[src/asr_pkg.sv]
/*
 * asr_pkg: constants and types for the host controller of an asynchronous
 * 16-bit static memory with two byte lanes.
 * Assumes a 40 MHz system clock; all pin timings are converted here.
 */
package asr_pkg;

	localparam int unsigned CLK_PERIOD_PS = 25000;

	localparam int unsigned ADDR_W = 21;
	localparam int unsigned DATA_W = 16;
	localparam int unsigned LANE_W = 2;

	// least times in ns, as printed
	localparam int unsigned READ_CYCLE_NS       = 70;
	localparam int unsigned WRITE_PULSE_NS      = 45;
	localparam int unsigned WRITE_END_NS        = 60;
	localparam int unsigned WRITE_DATA_SETUP_NS = 30;
	localparam int unsigned STROBE_TO_HIZ_NS    = 25;
	localparam int unsigned WRITE_CYCLE_NS      = 70;
	localparam int unsigned BUS_RELEASE_NS      = 25;

	function automatic int unsigned asr_cycles_up(input int unsigned ns);
		int unsigned c;
		c = (ns * 1000 + CLK_PERIOD_PS - 1) / CLK_PERIOD_PS;
		return (c < 1) ? 1 : c;
	endfunction : asr_cycles_up

	function automatic int unsigned asr_max(input int unsigned a,
			input int unsigned b);
		return (a > b) ? a : b;
	endfunction : asr_max

	localparam int unsigned READ_CYC = asr_cycles_up(READ_CYCLE_NS);
	localparam int unsigned WRITE_CYC = asr_max(asr_max(
		asr_cycles_up(WRITE_PULSE_NS), asr_cycles_up(WRITE_END_NS)),
		asr_cycles_up(WRITE_DATA_SETUP_NS + STROBE_TO_HIZ_NS));
	localparam int unsigned DATA_SETUP_CYC = asr_cycles_up(WRITE_DATA_SETUP_NS);
	localparam int unsigned RECOVER_CYC = asr_cycles_up(
		asr_max(BUS_RELEASE_NS, WRITE_CYCLE_NS - WRITE_END_NS));

	localparam int unsigned CNT_W = 4;

	localparam logic [1:0] LANE_NONE = 2'h0;

	typedef enum logic [1:0] {
		ASR_IDLE,
		ASR_READ,
		ASR_WRITE,
		ASR_RECOVER
	} asr_state_e;

endpackage : asr_pkg

[src/asr_pin_if.sv]
/*
 * asr_pin_if: pin-side signals between the sequencer and its pin stage.
 * Assumes both ends share clk.
 */
interface asr_pin_if;
	logic [asr_pkg::ADDR_W-1:0] addr;
	logic                       sel;
	logic                       write;
	logic                       read;
	logic [asr_pkg::LANE_W-1:0] lanes;
	logic                       drive;
	logic [asr_pkg::DATA_W-1:0] wdata;

	modport seq (output addr, sel, write, read, lanes, drive, wdata);
	modport pins (input addr, sel, write, read, lanes, drive, wdata);
endinterface : asr_pin_if

[src/asr_host.sv]
/*
 * asr_host: host controller for an asynchronous 16-bit static memory
 * with upper and lower byte lanes; one request at a time.
 * Assumes req_* from logic on clk; mem_dq_i comes from the pins.
 */
// Overview of operation
// - write data held past write end
// - host drives bus only after release
// - strobe at least setup plus release time
// - write strobe high throughout reads
// - address set in the same cycle as selects and lanes
// - selects always at definite levels
module asr_host
	import asr_pkg::*;
(
	input  wire logic                 clk,
	input  wire logic                 rstn,
	input  wire logic                 req_valid,
	input  wire logic                 req_write,
	input  wire logic [ADDR_W-1:0]    req_addr,
	input  wire logic [LANE_W-1:0]    req_lanes,
	input  wire logic [DATA_W-1:0]    req_wdata,
	output logic                      req_ready,
	output logic                      rsp_valid,
	output logic [DATA_W-1:0]         rsp_rdata,
	output logic [ADDR_W-1:0]         mem_addr,
	output logic                      select_low_active_n,
	output logic                      select_high_active,
	output logic                      write_strobe_n,
	output logic                      output_drive_n,
	output logic                      upper_lane_enable_n,
	output logic                      lower_lane_enable_n,
	output logic [DATA_W-1:0]         mem_dq_o,
	output logic [DATA_W-1:0]         mem_dq_oe,
	input  wire logic [DATA_W-1:0]    mem_dq_i
);
	import asr_pkg::*;

	typedef struct packed {
		asr_state_e        st;
		logic [CNT_W-1:0]  cnt;
		logic [ADDR_W-1:0] addr;
		logic [LANE_W-1:0] lanes;
		logic [DATA_W-1:0] wdata;
		logic              sel;
		logic              write;
		logic              read;
		logic              drive;
		logic              ready;
		logic              rvalid;
		logic [DATA_W-1:0] rdata;
		logic [DATA_W-1:0] sync1;
		logic [DATA_W-1:0] sync2;
	} asr_host_s;

	asr_host_s s_q;
	asr_host_s s_d;
	asr_pin_if pin ();

	// pin stage adds one cycle, the synchroniser two
	localparam int unsigned SAMPLE_LAG = 3;
	localparam logic [CNT_W-1:0] READ_END  = CNT_W'(READ_CYC + SAMPLE_LAG);
	localparam logic [CNT_W-1:0] WRITE_END = CNT_W'(WRITE_CYC);
	localparam logic [CNT_W-1:0] REC_END   = CNT_W'(RECOVER_CYC);

	function automatic logic [DATA_W-1:0] lane_mask(
			input logic [LANE_W-1:0] l);
		return {{8{l[1]}}, {8{l[0]}}};
	endfunction : lane_mask

	always_comb begin
		s_d = s_q;
		s_d.sync1 = mem_dq_i;
		s_d.sync2 = s_q.sync1;
		s_d.rvalid = 1'b0;
		s_d.cnt = s_q.cnt + CNT_W'(1);
		unique case (s_q.st)
			ASR_IDLE: begin
				s_d.cnt = '0;
				s_d.ready = 1'b1;
				// a request with no lane would leave the memory deselected
				if (req_valid && s_q.ready &&
						req_lanes != LANE_NONE) begin
					s_d.ready = 1'b0;
					s_d.addr = req_addr;
					s_d.lanes = req_lanes;
					s_d.wdata = req_wdata;
					s_d.sel = 1'b1;
					s_d.write = 1'b0;
					s_d.read = ~req_write;
					s_d.drive = req_write;
					s_d.st = req_write ? ASR_WRITE : ASR_READ;
				end
			end
			ASR_READ: begin
				if (s_q.cnt == READ_END) begin
					s_d.rdata = s_q.sync2 & lane_mask(s_q.lanes);
					s_d.rvalid = 1'b1;
					s_d.sel = 1'b0;
					s_d.read = 1'b0;
					s_d.cnt = '0;
					s_d.st = ASR_RECOVER;
				end
			end
			ASR_WRITE: begin
				// data set up one cycle before the strobe overlap opens
				s_d.write = 1'b1;
				if (s_q.cnt == WRITE_END) begin
					s_d.write = 1'b0;
					s_d.cnt = '0;
					s_d.st = ASR_RECOVER;
				end
			end
			ASR_RECOVER: begin
				// selects drop with strobe high so outputs stay floating
				s_d.sel = 1'b0;
				s_d.drive = 1'b0;
				s_d.lanes = LANE_NONE;
				if (s_q.cnt == REC_END) begin
					s_d.st = ASR_IDLE;
					s_d.ready = 1'b1;
				end
			end
		endcase
	end

	always_ff @(posedge clk or negedge rstn) begin
		if (!rstn) begin
			s_q <= '{st: ASR_IDLE, default: '0};
		end else begin
			s_q <= s_d;
		end
	end

	assign pin.addr  = s_q.addr;
	assign pin.sel   = s_q.sel;
	assign pin.write = s_q.write;
	assign pin.read  = s_q.read;
	assign pin.lanes = s_q.lanes;
	assign pin.drive = s_q.drive;
	assign pin.wdata = s_q.wdata;

	assign req_ready = s_q.ready;
	assign rsp_valid = s_q.rvalid;
	assign rsp_rdata = s_q.rdata;

	asr_pin_stage u_pins (
		.clk                 (clk),
		.rstn                (rstn),
		.pin                 (pin),
		.mem_addr            (mem_addr),
		.select_low_active_n (select_low_active_n),
		.select_high_active  (select_high_active),
		.write_strobe_n      (write_strobe_n),
		.output_drive_n      (output_drive_n),
		.upper_lane_enable_n (upper_lane_enable_n),
		.lower_lane_enable_n (lower_lane_enable_n),
		.mem_dq_o            (mem_dq_o),
		.mem_dq_oe           (mem_dq_oe)
	);

endmodule : asr_host

[src/asr_pin_stage.sv]
/*
 * asr_pin_stage: registers every memory pin from the sequencer's intent.
 * Assumes the sequencer never asks for drive while read is active.
 */
module asr_pin_stage
	import asr_pkg::*;
(
	input  wire logic                 clk,
	input  wire logic                 rstn,
	asr_pin_if.pins                   pin,
	output logic [ADDR_W-1:0]         mem_addr,
	output logic                      select_low_active_n,
	output logic                      select_high_active,
	output logic                      write_strobe_n,
	output logic                      output_drive_n,
	output logic                      upper_lane_enable_n,
	output logic                      lower_lane_enable_n,
	output logic [DATA_W-1:0]         mem_dq_o,
	output logic [DATA_W-1:0]         mem_dq_oe
);
	import asr_pkg::*;

	typedef struct packed {
		logic [ADDR_W-1:0] addr;
		logic              cs1_n;
		logic              cs2;
		logic              we_n;
		logic              oe_n;
		logic              ub_n;
		logic              lb_n;
		logic [DATA_W-1:0] dq;
		logic [DATA_W-1:0] oe;
	} asr_pins_s;

	asr_pins_s s_q;
	asr_pins_s s_d;

	always_comb begin
		s_d = s_q;
		s_d.addr = pin.addr;
		// selects always driven to a definite level
		s_d.cs1_n = ~pin.sel;
		s_d.cs2 = pin.sel;
		s_d.we_n = ~pin.write;
		s_d.oe_n = ~pin.read;
		s_d.ub_n = ~pin.lanes[1];
		s_d.lb_n = ~pin.lanes[0];
		s_d.dq = pin.wdata;
		s_d.oe = {DATA_W{pin.drive}};
	end

	always_ff @(posedge clk or negedge rstn) begin
		if (!rstn) begin
			s_q <= '{addr: '0, cs1_n: 1'b1, cs2: 1'b0, we_n: 1'b1,
				oe_n: 1'b1, ub_n: 1'b1, lb_n: 1'b1, dq: '0, oe: '0};
		end else begin
			s_q <= s_d;
		end
	end

	assign mem_addr            = s_q.addr;
	assign select_low_active_n = s_q.cs1_n;
	assign select_high_active  = s_q.cs2;
	assign write_strobe_n      = s_q.we_n;
	assign output_drive_n      = s_q.oe_n;
	assign upper_lane_enable_n = s_q.ub_n;
	assign lower_lane_enable_n = s_q.lb_n;
	assign mem_dq_o            = s_q.dq;
	assign mem_dq_oe           = s_q.oe;

endmodule : asr_pin_stage

[config.mk]
export PLATFORM = sky130hd
export DESIGN_NAME = asr_host
export DESIGN_NICKNAME = d
export VERILOG_FILES = /design/src/asr_pkg.sv /design/src/asr_pin_if.sv /design/src/asr_host.sv /design/src/asr_pin_stage.sv
export SDC_FILE = /design/constraint.sdc
export NUM_CORES = 1
export LEC_CHECK = 0
export BUFFER_PORTS_ARGS = -buffer_cell sky130_fd_sc_hd__buf_2
export CELL_PAD_IN_SITES_DETAIL_PLACEMENT = 1
export CELL_PAD_IN_SITES_GLOBAL_PLACEMENT = 1
export CORE_MARGIN = 2
export CORE_UTILIZATION = 40
export CTS_CLUSTER_SIZE = 20
export DETAILED_ROUTE_END_ITERATION = 16
export PLACE_DENSITY = 0.78
export SETUP_SLACK_MARGIN = 0.4
export SYNTH_ARGS = -nofsm -noshare
export SYNTH_HDL_FRONTEND = slang
export SYNTH_SLANG_ARGS = --single-unit
[constraint.sdc]
create_clock -name clk -period 2 [get_ports clk]
set_input_delay 0.4 -clock clk [delete_from_list [all_inputs] [get_ports clk]]
set_output_delay 0.4 -clock clk [all_outputs]
set_load 0.03 [all_outputs]
Word level (Yosys, flattened, before mapping)
Index checks and enable logic that the tools add are counted.
- bits in registers: 143
- output and inout port bits: 77
- logic and storage cells: 75
- add/subtract/negate cells: 1
- equal/unequal tests: 10
- mux-type cells: 18
- bitwise gates (word level): 7
- reductions and logical operators: 16
- operators by type and width (kind ; count):
    two-way mux 17 bit ; 2
    two-way mux 23 bit ; 1
    bitwise AND 16 bit ; 1
    two-way mux 6 bit ; 2
    case mux 4 bit (3 select lines) ; 1
    AND reduction 2 bit ; 5
    != test 2 bit, second input constant ; 4
    case mux 2 bit (2 select lines) ; 2
    case mux 2 bit (4 select lines) ; 1
    nonzero test 2 bit ; 4
    two-way mux 2 bit ; 3
    NOT 1 bit ; 6
    AND reduction 3 bit ; 2
    adder 4 x 1 -> 4 bit, second input constant ; 1
    == test 2 bit, second input constant ; 2
    == test 4 x 1 -> 1 bit, second input constant ; 1
    == test 4 x 2 -> 1 bit, second input constant ; 1
    == test 4 x 3 -> 1 bit, second input constant ; 1
    case mux 1 bit (2 select lines) ; 2
    AND reduction 4 bit ; 1
    two-way mux 1 bit ; 3
    case mux 1 bit (3 select lines) ; 1
    nonzero test 3 bit ; 1
    == test 2 x 1 -> 1 bit, second input constant ; 1
    2 further kinds ; 3

Logic depth before layout (Yosys ltp)
- depth after elaboration: 4
- mapped depth: 8
- gate-level depth less buffers: 7

Hierarchy
Synthesis repeated with hierarchy kept, for this count alone.
- cell total of the unflattened synthesis: 339
- area, all modules: 4943.5 sq um
- by module, submodules not included (module ; times used ; cells each ; area each (sq um)):
    asr_host ; 1 ; 275 ; 3704.8
    asr_pin_stage ; 1 ; 64 ; 1238.7

Worst setup path after synthesis
No wires, ideal clock.
- kind: register to register
- start point: register s_q, in the netlist req_ready
- end point: register s_q[97] in the netlist's numbering
- arrival: 1.692 ns
- setup slack: 0.183 ns
- stages on the path, launching flop included: 6
- path through: dfrtp_1 > o211ai_2 > and2_1 > buf_2 > a2111oi_4 > mux2_2
- word-level cells in the longest chain between the ends: 4
- ends and longest elaborated chain (item ; line ; RTL):
    from (decl) ; asr_host.sv:56 ; asr_host_s s_q;
    from (signal assigned) ; asr_host.sv:129 ; s_q <= '{st: ASR_IDLE, default: '0};
    from (signal assigned) ; asr_host.sv:131 ; s_q <= s_d;
    logical AND 1 bit (2 in series) ; asr_host.sv:82 ; if (req_valid && s_q.ready &&
    != test 2 bit (no line) ; -- ;
    AND reduction 4 bit (no line) ; -- ;
Every way passes these cells.
A chain may end at the register's enable or synchronous reset.

Final worst setup path
- start point: register s_q[93] in the netlist's numbering
- end point: register s_q[98] in the netlist's numbering
- word-level cells in the longest chain between the ends: 3
- elaborated cells between the ends (all ways): 7
- ends and longest elaborated chain (item ; line ; RTL):
    == test 4 x 1 -> 1 bit, or another cell as far along ; asr_host.sv:119 ; if (s_q.cnt == REC_END) begin
    != test 2 bit (no line) ; -- ;
    AND reduction 4 bit (no line) * ; -- ;
Every way passes the cells marked *; elsewhere a longest branch is shown, timed or not.

==> impl_metrics.tcl <==
set metrics [dict create \
    setup_viol 0 \
    fin_crit_sh_pct 91.5 \
    whs_ns 0.0891 \
    dpl_worst_slack_ns 0.148 \
    p_sw_mw 4.05 \
    core.rowCount 40 \
    maxCapViolCount 0 \
    synth-warning-count 0 \
    seq_area_frac_synth_pct 72.3 \
    h-tree-depth 4 \
    crit_required_ns 2.29 \
    drv_slew 0 \
    clockBufferDepth 2 \
    io_buffers 135 \
    grt_max_degree 50 \
    grt_pass1_vias 3583 \
    syn_avg_cell_area_um2 12.0 \
    die_w_um 115 \
    swShare_pct 36.6 \
    vias 3382 \
    fin_skew_ns 0.00427 \
    viasPerCell 4.65 \
    start_util_pct 41.1 \
    end_kind "register" \
    hpwl_mm 7.49 \
    gr-total-overflow 0 \
    crit_fanout 3 \
    synth_top_area_share_pct 69.7 \
    cts_tree "yes" \
    worstSetupPathType "reg -> reg" \
    drt-initial-drc-count 123 \
    route.detailed.drc 0 \
    fmax_mhz 546 \
    synthArstFlopShare_pct 100 \
    synth-seq-cells 143 \
    cts_buffers 17 \
    ir_worst_vdd_uv 862 \
    synth.most_common_cell "nand2_1" \
    grt_pass1_wl_mm 18.1 \
    seqPwrFrac_pct 39.1 \
    ant_nets 0 \
    synth_flop_cell "dfrtp_1" \
    syn_to_final_growth_pct 32.8 \
    power_leakage_nw 3.50 \
    wire_per_inst_um 16.5 \
    clkSlewWorstSetupHoldPaths_ns 0.06 \
    clkPwrFrac_pct 28.2 \
    arrival_ns 2.12 \
    wl_mm 12.0 \
    rsz0062_at_grt "true" \
    antenna_found_initial 0 \
    core_area_um2 12100 \
    syn-num-nets 480 \
    antennaDiodeCount 0 \
    cp-start-kind "register" \
    drive_gt1_share_pct 40.0 \
    firstDrtPassIters 4 \
    setup_tns_ns 0 \
    pwr-share-comb_pct 32.7 \
    gp_congestion 0.774 \
    die_area_um2 13300 \
    synth-edff-count 0 \
    io_pins 136 \
    cts_root_buffer "clkbuf_16" \
    period_minus_slack_ns 1.83 \
    synth.largest_area_cell "dfrtp_1" \
    tightest_slew_ns 0.486 \
    min_path_type "in -> reg" \
    outcome "completed" \
    die_h_um 115 \
    synth_cells 413 \
    relSlewSlack_pct 67.6 \
    yosys-top-cells-area "dfrtp_1, nand2_1, buf_4" \
    synth.distinct_cells 31 \
    nNetsFinal 614 \
    clkSinkCount 143 \
    syn_area_um2 4960 \
    fin_ws_ns 0.169 \
    power.internal_mw 7.01 \
    finalHoldViolCount 0 \
    clock_latency_ns 0.41 \
    grt.total_usage_pct 18.3 \
    p_per_area_nw_per_um2 1680 \
    netlist_top_cells_count "nand2_1, dfrtp_1, buf_4, nand3_1, inv_1" \
]
==> logic make-up (layout without fill, tap and decap cells) <==
family / after synthesis / in the layout / share of synthesized area (%)
compound gates: 23 / 23 / 3.71
mux: 2 / 2 / 0.454
xor+xnor: 2 / 2 / 0.354
buf+inv: 58 / 205 / 6.87
flops: 143 / 143 / 72.3
fa+ha+maj: 8 / 8 / 2.02
simple gates: 177 / 177 / 14.3
==> critical path, cell delays in order (launching register included) <==
cell       delay, ns
dfrtp_1         0.41
inv_1           0.11
ha_2            0.20
nand3b_1        0.20
a2111oi_4       0.45
mux2_4          0.34
==> power by group through the flow <==
stage	sequential (mW)	combinational, mW	clock (mW)
after floorplan	5.04	1.49	0
after global placement	4.26	3.05	0
after detailed placement	4.35	3.13	0
after CTS	4.32	3.36	3.19
after global routing	4.43	3.91	3.31
final	4.33	3.61	3.11
==> layout by cell type, fill, tap and decap left out, types with 5 or more instances in the layout <==
cell type / synthesis / final
buf_4: 31 / 15
nand2_1: 147 / 147
buf_2: 5 / 134
nor2_1: 8 / 6
buf_12: 0 / 5
inv_1: 13 / 8
a21oi_1: 5 / 5
nand3_1: 17 / 17
dfrtp_1: 138 / 134
dfstp_2: 5 / 5
clkbuf_16: 0 / 18
==> flip-flops by register name (all words and copies together) (netlist names), 2 cells and up <==
name	flops
u_pins.mem_addr	21
u_pins.mem_dq_o	16
pin.addr	21
rsp_rdata	16
pin.wdata	16
pin.lanes	2
s_d	16
s_q	22
==> metrics by stage <==
stage | utilization, % | cell area (µm²) | instances | power, mW
2_1_floorplan | - | 4980 | 413 | 6.53
3_3_place_gp | 47.3 | 5710 | 681 | 7.31
3_5_place_dp | 47.3 | 5710 | 681 | 7.47
4_1_cts | 53.4 | 6440 | 721 | 10.9
5_1_grt | 54.6 | 6580 | 728 | 11.6
6_report | 54.6 | 6580 | 728 | 11.1
==> metal layers <==
layer  vias up  track usage [%]  share of wire (%)
met5         -                0                  0
met4         0             7.07                1.8
met3        22             8.33                8.1
met2       126             30.3                 51
met1      1692             20.9                 39
li1       1542                -                  -
==> timing repair <==
action | CTS | global route
resized for setup | 16 | 14
pin swaps | 2 | 6
hold endpoints to repair | 42 | 0
buffers inserted | 6 | 6
endpoints found under the setup margin | 76 | 41
gates cloned | 1 | 1
hold buffers | 1 | 0
==> worst paths after layout <==
path | slack [ns] | depth (start not counted) | startpoint | to
setup / recovery | 0.17 | 5 | s_q[93] | s_q[98]
hold / removal | 0.09 | 1 | mem_dq_i[7] | s_d[7]
setup reg to reg | 0.17 | 5 | s_q[93] | s_q[98]
hold reg to reg | 0.35 | 0 | s_d[15] | s_q[15]
max in group asynchronous | 0.85 | 3 | rstn | u_pins.mem_addr[17]
min in group asynchronous | 0.50 | 2 | rstn | rsp_rdata[4]
==> area by class of cell <==
class                   instances  area (µm²)
fillers                      1304        5480
flip-flops and latches        143        3590
multi-input cells             212        1160
repair buffers                159         968
clock buffers                  20         467
well taps                     168         210
clock inverters                12         131
inverters                      14        57.6
Power figures use the tool's default switching activity.
